`src/hw/pfs_pkg.sv`:
```
// package for the pin function select mux: offsets, reset values, field layouts
package pfs_pkg;
  localparam logic [3:0] PFS_ADDR_UPPER_PORTA_FUNCTION_SELECT = 4'h0;
  localparam logic [3:0] PFS_ADDR_LOWER_PORTB_FUNCTION_SELECT = 4'h1;
  localparam logic [3:0] PFS_ADDR_UPPER_PORTB_FUNCTION_SELECT = 4'h2;
  localparam logic [3:0] PFS_ADDR_PERIPHERAL_INPUT_SOURCE_SELECT = 4'h3;
  localparam logic [3:0] PFS_ADDR_PA_DATA = 4'h4;
  localparam logic [3:0] PFS_ADDR_PA_DIR = 4'h5;
  localparam logic [3:0] PFS_ADDR_PB_DATA = 4'h6;
  localparam logic [3:0] PFS_ADDR_PB_DIR = 4'h7;
  localparam logic [3:0] PFS_ADDR_PA_WAKE = 4'h8;
  localparam logic [3:0] PFS_ADDR_CTRL = 4'h9;
  localparam logic [3:0] PFS_ADDR_PA_PINS = 4'ha;
  localparam logic [3:0] PFS_ADDR_PB_PINS = 4'hb;
  localparam logic [3:0] PFS_ADDR_BITOP = 4'hc;
  localparam logic [7:0] PFS_SEL_RST = 8'h00;
  localparam logic [7:0] PFS_PORT_RST = 8'hff;
  localparam logic [7:0] PFS_WAKE_RST = 8'h00;
  localparam logic [7:0] PFS_UPPER_PORTB_FUNCTION_SELECT_MASK = 8'h03;
  // field low bit positions inside each select register
  localparam int PFS_F_HI = 6;
  localparam int PFS_F_MH = 4;
  localparam int PFS_F_ML = 2;
  localparam int PFS_F_LO = 0;
  // ctrl register bits
  localparam int PFS_CTRL_SIM_EN = 0;
  localparam int PFS_CTRL_MASTER = 1;
  localparam int PFS_CTRL_SLEEP = 2;
  localparam int PFS_CTRL_REDUCED = 3;
  // bit-op word: [7] 1=set 0=clear, [4] port b, [2:0] bit, [3] 1=direction reg
  localparam int PFS_OP_SET = 7;
  localparam int PFS_OP_PORTB = 4;
  localparam int PFS_OP_DIR = 3;

  typedef struct packed {
    logic [3:0] addr;
    logic [7:0] wdata;
    logic wr;
    logic rd;
  } pfs_bus_s;

  // peripheral signals toward the pads
  typedef struct packed {
    logic sck_out;
    logic sdo_unused;
    logic periodic_timer_out;
    logic std_timer_out;
    logic amp0_out;
    logic amp1_out;
  } pfs_periph_s;

  // inputs delivered to peripherals
  typedef struct packed {
    logic periodic_timer_capture_in;
    logic std_timer_capture_in;
    logic std_timer_clock_in;
    logic periodic_timer_clock_in;
    logic serial_chip_select;
    logic sck_in;
    logic sdi;
    logic external_interrupt0;
  } pfs_pin_in_s;
endpackage

```
`src/hw/pfs_pin_function_select_mux.sv`:
```
// pin function select mux with port data, direction and port a wake-up
//
// Implementation choices: the placing of the registers and the plain strobed port.
`timescale 1ns/1ps
// Notes on behaviour
// - pa7 field: serial clock, analog1, gpio+captures
// - pa6 field: gpio, periodic out, sdi, vref
// - pa5 field: amp1 output at 01, else gpio
// - pa4 field: gpio+periodic_timer_clock_in, inverted stp, an0, amp0
// - pb3 field: gpio, sdi at 10, 01 reserved
// - pb2 field: serial clock at 10, gpio otherwise
// - pb1 field: gpio only, 01/10 reserved
// - pb0 field: gpio+external_interrupt0, scs, stp, amp0 aux
// - pb4 field: scs at 01, gpio otherwise
// - upper pb select bits 7..2 read zero
// - capture source from pa7 at code 01
// - chip select source pb0, pb4, pa1
// - serial clock source pa0, pb2, pa7
// - spi master enabled: pa0, pb2 (field 10), pa7 (field 01) drive clock
// - serial data source pa2, pa6, pb3
// - reduced variant: PFS_CTRL_REDUCED bit is stored but unused, every field stays writable
// - reset sets port data and direction ones
// - output before write drives high
// - bit set/clear does port read-modify-write
// - port a falling edge wakes when enabled
module pfs_pin_function_select_mux (
  input wire logic clk_sys,
  input wire logic rst,
  input wire pfs_pkg::pfs_bus_s bus,
  output logic [7:0] rdata,
  input wire pfs_pkg::pfs_periph_s periph,
  output pfs_pkg::pfs_pin_in_s pin_in,
  output logic [7:0] pa_out,
  output logic [7:0] pa_oe,
  input wire logic [7:0] pa_in,
  output logic [4:0] pb_out,
  output logic [4:0] pb_oe,
  input wire logic [4:0] pb_in,
  output logic [7:0] analog_en,
  output logic wake
);
  import pfs_pkg::*;

  logic [7:0] upper_porta_function_select_q, lower_portb_function_select_q, upper_portb_function_select_q, peripheral_input_source_select_q;
  logic [7:0] pa_data_q, pa_dir_q, pa_wake_q, ctrl_q;
  logic [4:0] pb_data_q, pb_dir_q;
  logic [7:0] pa_s1_q, pa_s2_q, pa_s3_q, pa_st_q;
  logic [4:0] pb_s1_q, pb_s2_q, pb_s3_q, pb_st_q;
  logic [7:0] rdata_q;
  logic wake_q;

  function automatic logic [1:0] fld(input logic [7:0] r, input int lo);
    fld = r[lo +: 2];
  endfunction

  // three-stage input sync; a change counts once stages two and three agree
  always_ff @(posedge clk_sys) begin
    pa_s1_q <= pa_in;
    pa_s2_q <= pa_s1_q;
    pa_s3_q <= pa_s2_q;
    pb_s1_q <= pb_in;
    pb_s2_q <= pb_s1_q;
    pb_s3_q <= pb_s2_q;
  end

  always_ff @(posedge clk_sys) begin
    if (rst) begin
      pa_st_q <= PFS_PORT_RST;
      pb_st_q <= PFS_PORT_RST[4:0];
    end else begin
      pa_st_q <= (pa_s2_q & pa_s3_q) | (pa_st_q & (pa_s2_q | pa_s3_q));
      pb_st_q <= (pb_s2_q & pb_s3_q) | (pb_st_q & (pb_s2_q | pb_s3_q));
    end
  end

  // bit-op: whole port read, one bit changed, whole port written back
  logic [7:0] bit_mask;
  logic [7:0] pa_rmw, pb_rmw;
  always_comb begin
    bit_mask = 8'h01 << bus.wdata[2:0];
    pa_rmw = pa_dir_q;
    pb_rmw = {3'h0, pb_dir_q};
    if (!bus.wdata[PFS_OP_DIR]) begin
      // data bits read back from the pins, as a real port does
      pa_rmw = pa_st_q;
      pb_rmw = {3'h0, pb_st_q};
    end
    pa_rmw = bus.wdata[PFS_OP_SET] ? (pa_rmw | bit_mask) : (pa_rmw & ~bit_mask);
    pb_rmw = bus.wdata[PFS_OP_SET] ? (pb_rmw | bit_mask) : (pb_rmw & ~bit_mask);
  end

  logic bitop_pa_data, bitop_pa_dir, bitop_pb_data, bitop_pb_dir;
  assign bitop_pa_data = bus.wr && bus.addr == PFS_ADDR_BITOP && !bus.wdata[PFS_OP_PORTB] && !bus.wdata[PFS_OP_DIR];
  assign bitop_pa_dir = bus.wr && bus.addr == PFS_ADDR_BITOP && !bus.wdata[PFS_OP_PORTB] && bus.wdata[PFS_OP_DIR];
  assign bitop_pb_data = bus.wr && bus.addr == PFS_ADDR_BITOP && bus.wdata[PFS_OP_PORTB] && !bus.wdata[PFS_OP_DIR];
  assign bitop_pb_dir = bus.wr && bus.addr == PFS_ADDR_BITOP && bus.wdata[PFS_OP_PORTB] && bus.wdata[PFS_OP_DIR];

  // select registers
  always_ff @(posedge clk_sys) begin
    if (rst) begin
      upper_porta_function_select_q <= PFS_SEL_RST;
      lower_portb_function_select_q <= PFS_SEL_RST;
      upper_portb_function_select_q <= PFS_SEL_RST;
      peripheral_input_source_select_q <= PFS_SEL_RST;
      ctrl_q <= PFS_SEL_RST;
    end else if (bus.wr) begin
      unique case (bus.addr)
        PFS_ADDR_UPPER_PORTA_FUNCTION_SELECT: upper_porta_function_select_q <= bus.wdata;
        PFS_ADDR_LOWER_PORTB_FUNCTION_SELECT: lower_portb_function_select_q <= bus.wdata;
        PFS_ADDR_UPPER_PORTB_FUNCTION_SELECT: upper_portb_function_select_q <= bus.wdata & PFS_UPPER_PORTB_FUNCTION_SELECT_MASK;
        PFS_ADDR_PERIPHERAL_INPUT_SOURCE_SELECT: peripheral_input_source_select_q <= bus.wdata;
        PFS_ADDR_CTRL: ctrl_q <= bus.wdata;
        default: ;
      endcase
    end
  end

  // port data and direction
  always_ff @(posedge clk_sys) begin
    if (rst) begin
      pa_data_q <= PFS_PORT_RST;
      pa_dir_q <= PFS_PORT_RST;
      pb_data_q <= PFS_PORT_RST[4:0];
      pb_dir_q <= PFS_PORT_RST[4:0];
      pa_wake_q <= PFS_WAKE_RST;
    end else begin
      if (bus.wr && bus.addr == PFS_ADDR_PA_DATA) pa_data_q <= bus.wdata;
      else if (bitop_pa_data) pa_data_q <= pa_rmw;
      if (bus.wr && bus.addr == PFS_ADDR_PA_DIR) pa_dir_q <= bus.wdata;
      else if (bitop_pa_dir) pa_dir_q <= pa_rmw;
      if (bus.wr && bus.addr == PFS_ADDR_PB_DATA) pb_data_q <= bus.wdata[4:0];
      else if (bitop_pb_data) pb_data_q <= pb_rmw[4:0];
      if (bus.wr && bus.addr == PFS_ADDR_PB_DIR) pb_dir_q <= bus.wdata[4:0];
      else if (bitop_pb_dir) pb_dir_q <= pb_rmw[4:0];
      if (bus.wr && bus.addr == PFS_ADDR_PA_WAKE) pa_wake_q <= bus.wdata;
    end
  end

  // read port, data in the cycle after the strobe
  always_ff @(posedge clk_sys) begin
    if (rst) begin
      rdata_q <= 8'h00;
    end else if (bus.rd) begin
      unique case (bus.addr)
        PFS_ADDR_UPPER_PORTA_FUNCTION_SELECT: rdata_q <= upper_porta_function_select_q;
        PFS_ADDR_LOWER_PORTB_FUNCTION_SELECT: rdata_q <= lower_portb_function_select_q;
        PFS_ADDR_UPPER_PORTB_FUNCTION_SELECT: rdata_q <= upper_portb_function_select_q & PFS_UPPER_PORTB_FUNCTION_SELECT_MASK;
        PFS_ADDR_PERIPHERAL_INPUT_SOURCE_SELECT: rdata_q <= peripheral_input_source_select_q;
        PFS_ADDR_PA_DATA: rdata_q <= pa_data_q;
        PFS_ADDR_PA_DIR: rdata_q <= pa_dir_q;
        PFS_ADDR_PB_DATA: rdata_q <= {3'h0, pb_data_q};
        PFS_ADDR_PB_DIR: rdata_q <= {3'h0, pb_dir_q};
        PFS_ADDR_PA_WAKE: rdata_q <= pa_wake_q;
        PFS_ADDR_CTRL: rdata_q <= ctrl_q;
        PFS_ADDR_PA_PINS: rdata_q <= pa_st_q;
        PFS_ADDR_PB_PINS: rdata_q <= {3'h0, pb_st_q};
        default: rdata_q <= 8'h00;
      endcase
    end else begin
      rdata_q <= 8'h00;
    end
  end
  assign rdata = rdata_q;

  // pad output muxes
  logic [1:0] f_pa7, f_pa6, f_pa5, f_pa4, f_pb3, f_pb2, f_pb1, f_pb0, f_pb4;
  logic spi_master_clk;
  logic [7:0] pa_func, pa_fval;
  logic [4:0] pb_func, pb_fval;
  always_comb begin
    f_pa7 = fld(upper_porta_function_select_q, PFS_F_HI);
    f_pa6 = fld(upper_porta_function_select_q, PFS_F_MH);
    f_pa5 = fld(upper_porta_function_select_q, PFS_F_ML);
    f_pa4 = fld(upper_porta_function_select_q, PFS_F_LO);
    f_pb3 = fld(lower_portb_function_select_q, PFS_F_HI);
    f_pb2 = fld(lower_portb_function_select_q, PFS_F_MH);
    f_pb1 = fld(lower_portb_function_select_q, PFS_F_ML);
    f_pb0 = fld(lower_portb_function_select_q, PFS_F_LO);
    f_pb4 = fld(upper_portb_function_select_q, PFS_F_LO);
    spi_master_clk = ctrl_q[PFS_CTRL_SIM_EN] && ctrl_q[PFS_CTRL_MASTER];
    pa_func = 8'h00;
    pa_fval = 8'h00;
    pb_func = 5'h00;
    pb_fval = 5'h00;
    analog_en = 8'h00;
    // pa7
    if (f_pa7 == 2'b01) begin
      pa_func[7] = spi_master_clk;
      pa_fval[7] = periph.sck_out;
    end
    analog_en[1] = f_pa7 == 2'b10;
    // pa6
    if (f_pa6 == 2'b01) begin
      pa_func[6] = 1'b1;
      pa_fval[6] = periph.periodic_timer_out;
    end
    analog_en[2] = f_pa6 == 2'b11;
    // pa5
    if (f_pa5 == 2'b01) begin
      pa_func[5] = 1'b1;
      pa_fval[5] = periph.amp1_out;
    end
    // pa4
    unique case (f_pa4)
      2'b01: begin
        pa_func[4] = 1'b1;
        pa_fval[4] = ~periph.std_timer_out;
      end
      2'b11: begin
        pa_func[4] = 1'b1;
        pa_fval[4] = periph.amp0_out;
      end
      default: ;
    endcase
    analog_en[0] = f_pa4 == 2'b10;
    // pa0 clock out in spi master, regardless of source field
    pa_func[0] = spi_master_clk;
    pa_fval[0] = periph.sck_out;
    // pb2
    pb_func[2] = spi_master_clk && (f_pb2 == 2'b10);
    pb_fval[2] = periph.sck_out;
    // pb0
    if (f_pb0 == 2'b10) begin
      pb_func[0] = 1'b1;
      pb_fval[0] = periph.std_timer_out;
    end
    analog_en[3] = f_pb0 == 2'b11;
    // pb3, pb1, pb4 carry only inputs or gpio on the output side
    analog_en[7:4] = 4'h0;
  end

  // direction bit one means input, so oe is its inverse unless a peripheral output drives the pad
  assign pa_oe = pa_func | ~pa_dir_q;
  assign pa_out = (pa_func & pa_fval) | (~pa_func & pa_data_q);
  assign pb_oe = pb_func | ~pb_dir_q;
  assign pb_out = (pb_func & pb_fval) | (~pb_func & pb_data_q);

  // input source muxes: only the chosen pad reaches the peripheral
  always_comb begin
    pin_in = '0;
    pin_in.periodic_timer_capture_in = (fld(peripheral_input_source_select_q, PFS_F_HI) == 2'b01) && (f_pa7 == 2'b11) && pa_st_q[7];
    pin_in.std_timer_capture_in = (f_pa7 == 2'b11) && pa_st_q[7];
    pin_in.std_timer_clock_in = (f_pa5 != 2'b01) && pa_st_q[5];
    pin_in.periodic_timer_clock_in = (f_pa4 == 2'b00) && pa_st_q[4];
    pin_in.external_interrupt0 = (f_pb0 == 2'b00) && pb_st_q[0];
    unique case (fld(peripheral_input_source_select_q, PFS_F_MH))
      2'b01: pin_in.serial_chip_select = (f_pb4 == 2'b01) ? pb_st_q[4] : 1'b1;
      2'b10: pin_in.serial_chip_select = pa_st_q[1];
      default: pin_in.serial_chip_select = (f_pb0 == 2'b01) ? pb_st_q[0] : 1'b1;
    endcase
    unique case (fld(peripheral_input_source_select_q, PFS_F_ML))
      2'b00: pin_in.sck_in = pa_st_q[0];
      2'b10: pin_in.sck_in = (f_pa7 == 2'b01) && pa_st_q[7];
      default: pin_in.sck_in = (f_pb2 == 2'b10) && pb_st_q[2];
    endcase
    unique case (fld(peripheral_input_source_select_q, PFS_F_LO))
      2'b01: pin_in.sdi = (f_pa6 == 2'b10) && pa_st_q[6];
      2'b10: pin_in.sdi = (f_pb3 == 2'b10) && pb_st_q[3];
      default: pin_in.sdi = pa_st_q[2];
    endcase
  end

  // wake on falling edge of an enabled port a pin while asleep
  logic [7:0] pa_prev_q;
  always_ff @(posedge clk_sys) begin
    if (rst) begin
      pa_prev_q <= PFS_PORT_RST;
      wake_q <= 1'b0;
    end else begin
      pa_prev_q <= pa_st_q;
      wake_q <= ctrl_q[PFS_CTRL_SLEEP] && |(pa_wake_q & pa_prev_q & ~pa_st_q);
    end
  end
  assign wake = wake_q;

  a_upper_portb_function_select_upper_zero: assert property (@(posedge clk_sys) disable iff (rst)
    bus.rd && bus.addr == PFS_ADDR_UPPER_PORTB_FUNCTION_SELECT |=> rdata[7:2] == 6'h00)
    else $error("upper pb select high bits not zero");
  a_reset_ports_ones: assert property (@(posedge clk_sys)
    $past(rst) |-> pa_dir_q == 8'hff && pa_data_q == 8'hff && pb_dir_q == 5'h1f)
    else $error("port regs not all ones after reset");
  a_first_out_high: assert property (@(posedge clk_sys) disable iff (rst)
    !pa_func[3] && !pa_dir_q[3] && pa_data_q[3] |-> pa_out[3] && pa_oe[3])
    else $error("gpio output not driving data");
  a_wake_edge: assert property (@(posedge clk_sys) disable iff (rst)
    ctrl_q[PFS_CTRL_SLEEP] && pa_wake_q[0] && pa_st_q[0] ##1 !pa_st_q[0] && $stable(ctrl_q) ##1 1'b1
    |-> wake)
    else $error("falling edge did not wake");
  a_periodic_timer_capture_in_gated: assert property (@(posedge clk_sys) disable iff (rst)
    fld(peripheral_input_source_select_q, PFS_F_HI) != 2'b01 |-> !pin_in.periodic_timer_capture_in)
    else $error("capture input leaked without 01 source");
  a_scs_pa1: assert property (@(posedge clk_sys) disable iff (rst)
    fld(peripheral_input_source_select_q, PFS_F_MH) == 2'b10 |-> pin_in.serial_chip_select == pa_st_q[1])
    else $error("chip select not from pa1");
  a_sck_pa0: assert property (@(posedge clk_sys) disable iff (rst)
    fld(peripheral_input_source_select_q, PFS_F_ML) == 2'b00 |-> pin_in.sck_in == pa_st_q[0])
    else $error("serial clock not from pa0");
  a_spi_clk_out: assert property (@(posedge clk_sys) disable iff (rst)
    spi_master_clk |-> pa_oe[0] && pa_out[0] == periph.sck_out)
    else $error("pa0 not clock out in master");
  a_sdi_pb3: assert property (@(posedge clk_sys) disable iff (rst)
    fld(peripheral_input_source_select_q, PFS_F_LO) == 2'b10 && f_pb3 != 2'b10 |-> !pin_in.sdi)
    else $error("sdi leaked from unselected pb3");
  a_amp1_pa5: assert property (@(posedge clk_sys) disable iff (rst)
    f_pa5 == 2'b01 |-> pa_out[5] == periph.amp1_out)
    else $error("pa5 amp1 output missing");
  a_rmw_set: assert property (@(posedge clk_sys) disable iff (rst)
    bitop_pa_dir && bus.wdata[PFS_OP_SET] |=> pa_dir_q == ($past(pa_dir_q) | $past(bit_mask)))
    else $error("bit set did not rmw direction");
  c_wake: cover property (@(posedge clk_sys) wake);
  c_spi_master: cover property (@(posedge clk_sys) spi_master_clk);
  c_rmw_clear: cover property (@(posedge clk_sys) bitop_pa_data && !bus.wdata[PFS_OP_SET]);
  c_scs_pb4: cover property (@(posedge clk_sys) fld(peripheral_input_source_select_q, PFS_F_MH) == 2'b01 && f_pb4 == 2'b01);
endmodule // pfs_pin_function_select_mux

```
`config.mk`:
```
export PLATFORM = sky130hd
export DESIGN_NAME = pfs_pin_function_select_mux
export DESIGN_NICKNAME = d
export VERILOG_FILES = /design/src/hw/pfs_pkg.sv /design/src/hw/pfs_pin_function_select_mux.sv
export SDC_FILE = /design/constraint.sdc
export NUM_CORES = 1
export LEC_CHECK = 0
export BUFFER_PORTS_ARGS = -buffer_cell sky130_fd_sc_hd__clkbuf_2
export CORE_ASPECT_RATIO = 1.25
export CORE_MARGIN = 2
export CORE_UTILIZATION = 30
export CTS_CLUSTER_DIAMETER = 120
export DETAILED_ROUTE_END_ITERATION = 8
export HOLD_SLACK_MARGIN = 0.1
export SYNTH_ARGS = -nofsm -noshare
export SYNTH_HDL_FRONTEND = slang
export SYNTH_SLANG_ARGS = --single-unit
export TNS_END_PERCENT = 30
```
`constraint.sdc`:
```
create_clock -name clk_sys -period 1.34 [get_ports clk_sys]
set_input_delay 0.134 -clock clk_sys [delete_from_list [all_inputs] [get_ports clk_sys]]
set_output_delay 0.134 -clock clk_sys [all_outputs]
set_load 0.02 [all_outputs]
```
# Word level (Yosys, flattened, before mapping)
# Index checks and enable logic that the tools add are counted.
# totals
register_bits	137
input_bits	35
out_inout_bits	51
elab_cells	158
# op_classes
eq_ne	35
n_shift	1
n_mux	28
bitwise	30
reduce_logical	43
# ops
cell	count
case mux 8 bit (12 select lines)	1
AND 8 bit	7
2-to-1 mux 8 bit	6
bitwise OR 8 bit	5
NOT 8 bit	4
2-to-1 mux 5 bit	6
equality test 2 bit, second input constant	13
logical AND 1 bit	25
AND 5 bit	4
equality test 4 bit, second input constant	5
equality test 2 x 1 -> 1 bit, second input constant	9
equality test 4 x 3 -> 1 bit, second input constant	4
bitwise OR 5 bit	3
2-to-1 mux 1 bit	11
bitwise OR 3 x 5 -> 5 bit	2
AND reduction 2 bit	5
equality test 4 x 2 -> 1 bit, second input constant	2
case mux 1 bit (2 select lines)	4
nonzero test 2 bit	4
OR reduction 8 bit	1
left shift 1 x 3 -> 8 bit, first input constant	1
logical NOT 2 bit	3
NOT 3 -> 5 bit	1
NOT 5 bit	1
other kinds (7)	10

# Logic depth before layout (Yosys ltp)
# depth
word_depth	6
depth_mapped	7
depth_no_buf	5

# Worst setup path after synthesis
# No wires, ideal clock.
# synth_timing
path_type	in2reg
start	in bus[3] in the netlist's numbering
end	reg pb_dir_q[0]
setup_ps	114
arrival_ps	1338
required_time_ps	1226
slack_ps	-112
cell_stages	5
n_path_buf	1
path_cell_list	buf_2 or4_4 o21a_1 a221o_1 a21o_1
# synth_between
elab_chain_len	6
elab_cells_between_ends	7
classes_between	shift (1); mux (3); bitwise (3)
# synth_rtl
item	line	source
start, declared	pfs_pin_function_select_mux.sv:29	input wire pfs_pkg::pfs_bus_s bus,
left shift 1 x 3 -> 8 bit *	pfs_pin_function_select_mux.sv:80	bit_mask = 8'h01 << bus.wdata[2:0];
NOT 8 bit	pfs_pin_function_select_mux.sv:89	pb_rmw = bus.wdata[PFS_OP_SET] ? (pb_rmw | bit_mask) : (pb_rmw & ~bit_mask);
AND 5 bit	pfs_pin_function_select_mux.sv:89	
2-to-1 mux 5 bit *	pfs_pin_function_select_mux.sv:89	
2-to-1 mux 5 bit *	pfs_pin_function_select_mux.sv:134	else if (bitop_pb_dir) pb_dir_q <= pb_rmw[4:0];
2-to-1 mux 5 bit *	pfs_pin_function_select_mux.sv:133	if (bus.wr && bus.addr == PFS_ADDR_PB_DIR) pb_dir_q <= bus.wdata[4:0];
end signal, assigned	pfs_pin_function_select_mux.sv:124	pb_dir_q <= PFS_PORT_RST[4:0];
end signal, assigned	pfs_pin_function_select_mux.sv:133	
end signal, assigned	pfs_pin_function_select_mux.sv:134	
end, declared	pfs_pin_function_select_mux.sv:46	logic [4:0] pb_data_q, pb_dir_q;
# Every way passes the cells marked *; elsewhere a longest branch is shown, timed or not. The select of a mux whose other input is x is not followed.
# A chain may end at the register's enable or synchronous reset.

# Worst setup path after layout
# layout_timing
start	reg upper_porta_function_select_q[6]
end	out pa_out[7]
# layout_between
elab_chain_len	5
elab_cells_between_ends	7
classes_between	eq/ne (1); mux (2); bitwise (4)
# layout_rtl
item	line	source
start, declared	pfs_pin_function_select_mux.sv:44	logic [7:0] upper_porta_function_select_q, lower_portb_function_select_q, upper_portb_function_select_q, perip ...
start signal, assigned	pfs_pin_function_select_mux.sv:108	PFS_ADDR_UPPER_PORTA_FUNCTION_SELECT: upper_porta_function_select_q <= bus.wdata;
equality test 2 x 1 -> 1 bit *	pfs_pin_function_select_mux.sv:187	if (f_pa7 == 2'b01) begin
2-to-1 mux 1 bit	pfs_pin_function_select_mux.sv:187	
NOT 8 bit	pfs_pin_function_select_mux.sv:234	assign pa_out = (pa_func & pa_fval) | (~pa_func & pa_data_q);
AND 8 bit	pfs_pin_function_select_mux.sv:234	
bitwise OR 8 bit *	pfs_pin_function_select_mux.sv:234	
end, declared	pfs_pin_function_select_mux.sv:33	output logic [7:0] pa_out,
# Every way passes the cells marked *; elsewhere a longest branch is shown, timed or not.

==> impl_metrics.tcl <==
set metrics [dict create \
    drt-total-wl_um 22300 \
    ios 86 \
    status "complete, but fails checks" \
    r2r_slack_ps -60 \
    critPathArrivalTime_ps 1600 \
    gp_congestion 0.914 \
    r2r-start "pb_st_q[3]$_SDFF_PP1_" \
    die_height_um 165 \
    drt-wirelength-per-cell_um 18.9 \
    path_clk_slew_ps 60 \
    yosysWarnings 0 \
    syn_avg_cell_area_um2 8.91 \
    fmax_mhz 578 \
    hold_class "in2reg" \
    start_util_pct 30.8 \
    synth-seq-area-share_pct 44.2 \
    dieArea_mm2 0.0219 \
    skew_ps 11.9 \
    setup_viol 19 \
    io_buffers 80 \
    p_leak_nw 3.86 \
    fin_crit_sh_pct 129 \
    cap_violations 0 \
    die_w_um 133 \
    nFillCells 2026 \
    final_core_util_pct 44.5 \
    dp_cells 1124 \
    cp_cell_sequence "nor2b_4, buf_6, nand3_4, mux2_4, buf_8" \
    dp_hpwl_um 16900 \
    syn-cell-area_mm2 0.00620 \
    netlist_top_cells_count "dfxtp_1 (137), nor2_1 (58), a21oi_1 (56)" \
    drc_errors 0 \
    powerDensity_mw_per_mm2 1140 \
    synth_edf_count 0 \
    clockBufferDepth 2 \
    violations "negative setup slack" \
    synth.area.top_cells "dfxtp_1 (44%), mux2i_1 (5.0%), mux2_2 (4.5%)" \
    antenna_found_initial 0 \
    r2r_end "rdata[3]$_SDFF_PP0_" \
    grt.overflow.total 0 \
    first_iter_violations 462 \
    cts.sink_count 137 \
    synth_top_area_share_pct 44.2 \
    multi_input_area_mm2 0.00336 \
    vias 5988 \
    holdWs_ps 117 \
    layoutNonFillerInstCount 1178 \
    timing.final.crit_period_ps 1730 \
    area_growth_pct 44.7 \
    clockRootBuffer "clkbuf_16" \
    required_ps 1210 \
    crit_type "reg2out" \
    h-tree-depth 4 \
    cts_tree "done" \
    antenna_left 0 \
    postSynth.asyncResetShare_pct 0 \
    grt_max_degree 32 \
    yosys.area.top_type "dfxtp_1" \
    grtUsageTotal_pct 20.8 \
    hold_path_depth 3 \
    min_to "ctrl_q[7]$_SDFFE_PP0P_" \
    yosys.cell_types.count 64 \
    ys.flop_type "dfxtp_1" \
    grt_pass1_vias 6032 \
    setup_slack_ps -390 \
    drive_gt1_share_pct 39.0 \
    cpPeakStageDelay_ps 340 \
    place_area_mm2 0.00774 \
    worstSetupEndpointType "primary output" \
    yosysMostFrequentCell "dfxtp_1" \
    startpoint_type "flop" \
    hold_viol 0 \
    crit_path_top_delay_cell "mux2_4" \
    syn_inst 696 \
    regArea_mm2 0.00280 \
    hold_start "rst" \
    post-place-ws_ps -373 \
    via_per_inst 5.08 \
    synth_seq_cells 137 \
    core_area_mm2 0.0202 \
    n_antenna_cell 0 \
    cts_buffers 17 \
    ir_worst_vdd_mv 0.871 \
    rsz0062_at_grt "true" \
    critPathMaxFanout 2 \
    drv_slew 0 \
    nets 934 \
    rows 58 \
    final_area_mm2 0.00898 \
    grt_pass1_wl_um 34100 \
    dr.pass1.iters 5 \
    worstSkewPairLatency_ps 440 \
    reg2regPathDepth 3 \
]
## state kept, by name (all words and copies together) (netlist names), 2 cells and up
name / flops
ctrl_q: 8
lower_portb_function_select_q: 8
pa_data_q: 8
pa_dir_q: 8
pa_prev_q: 8
pa_s1_q: 8
pa_s2_q: 8
pa_s3_q: 8
pa_st_q: 8
pa_wake_q: 8
pb_data_q: 5
pb_dir_q: 5
pb_s1_q: 5
pb_s2_q: 5
pb_s3_q: 5
pb_st_q: 5
peripheral_input_source_select_q: 8
rdata: 8
upper_porta_function_select_q: 8
upper_portb_function_select_q: 2
## worst max-delay path, delay by kind of cell, from the launching register on
family / cells / cell delay (ps)
mux: 1 / 340
flops: 1 / 330
buf+inv: 2 / 260
simple gates: 2 / 230
## worst max-delay path by stage
stage	start	slack, ps	cells after the start	to
6_report	upper_porta_function_select_q[6]$_SDFFE_PP0P_	-390	5	pa_out[7]
4_1_cts	upper_porta_function_select_q[6]$_SDFFE_PP0P_	-420	5	pa_out[7]
5_1_grt	upper_porta_function_select_q[6]$_SDFFE_PP0P_	-430	5	pa_out[7]
2_1_floorplan	bus[2]	-90	5	pb_dir_q[0]$_SDFFE_PP1P_
3_5_place_dp	bus[12]	-370	6	rdata[5]$_SDFF_PP0_
3_3_place_gp	bus[12]	-390	6	rdata[5]$_SDFF_PP0_
## power breakdown
| group | internal, W | total, W | leakage [nW] | switching, W |
|---|---|---|---|---|
| Clock | 0.00278 | 0.00475 | 0.287 | 0.00196 |
| Combinational | 0.000559 | 0.00120 | 2.43 | 0.000639 |
| Sequential | 0.00420 | 0.00432 | 1.14 | 0.000120 |
| Total | 0.00754 | 0.0103 | 3.86 | 0.00272 |
## cells by family after synthesis
kind of cell / Yosys count / share of synthesized area (%)
AND/OR/NAND/NOR: 254 / 21.6
AO/OA/AOI/OAI: 167 / 17.3
flip-flops: 137 / 44.2
buffers and inverters: 75 / 5.83
multiplexers: 58 / 10.3
adder cells (fa/ha/maj): 4 / 0.807
other: 1 / 0.0604
## final cells by class
class | count | area share (%)
multi-input combinational | 487 | 37.4
sequential | 137 | 31.2
timing repair buffer | 236 | 20.3
clock buffer | 18 | 4.78
tap | 270 | 3.76
clock inverter | 14 | 1.78
inverter | 16 | 0.697
## per-stage QoR
step,setup TNS [ps],total power [W]
after global routing,-4110,0.0106
after detailed placement,-12910,0.00551
final,-3230,0.0103
after global placement,-12650,0.00550
after CTS,-3950,0.0103
after floorplan,-217,0.00498
## per-layer routing
metal  vias to the layer above  track usage [%]  share of wire, %
li1                       2880                -                 -
met1                      2878             24.3                42
met2                       184             36.3                49
met3                        46             4.36               4.5
met4                         0             10.2               4.1
met5                         -                0                 0
## placed cells by master (no fill, tap or decap), types with 11 or more instances in the layout
cell type,count
a21oi_1,54
buf_4,134
buf_6,13
clkbuf_16,17
clkbuf_2,58
dfxtp_1,114
dfxtp_2,11
dfxtp_4,12
dlygate4sd3_1,15
inv_1,12
mux2_2,18
mux2i_1,31
nand2_1,52
nand2b_1,12
nand3_1,36
nand3b_1,11
nor2_1,57
nor2b_1,15
o211ai_1,16
o21ai_0,32
## repair_timing
action	CTS	global route
buffers inserted	5	2
setup endpoints to repair	30	29
endpoints found under the hold margin	21	0
pin swaps	9	6
hold buffers	15	0
gates resized for setup	82	67
(Power assumes the default switching activity.)
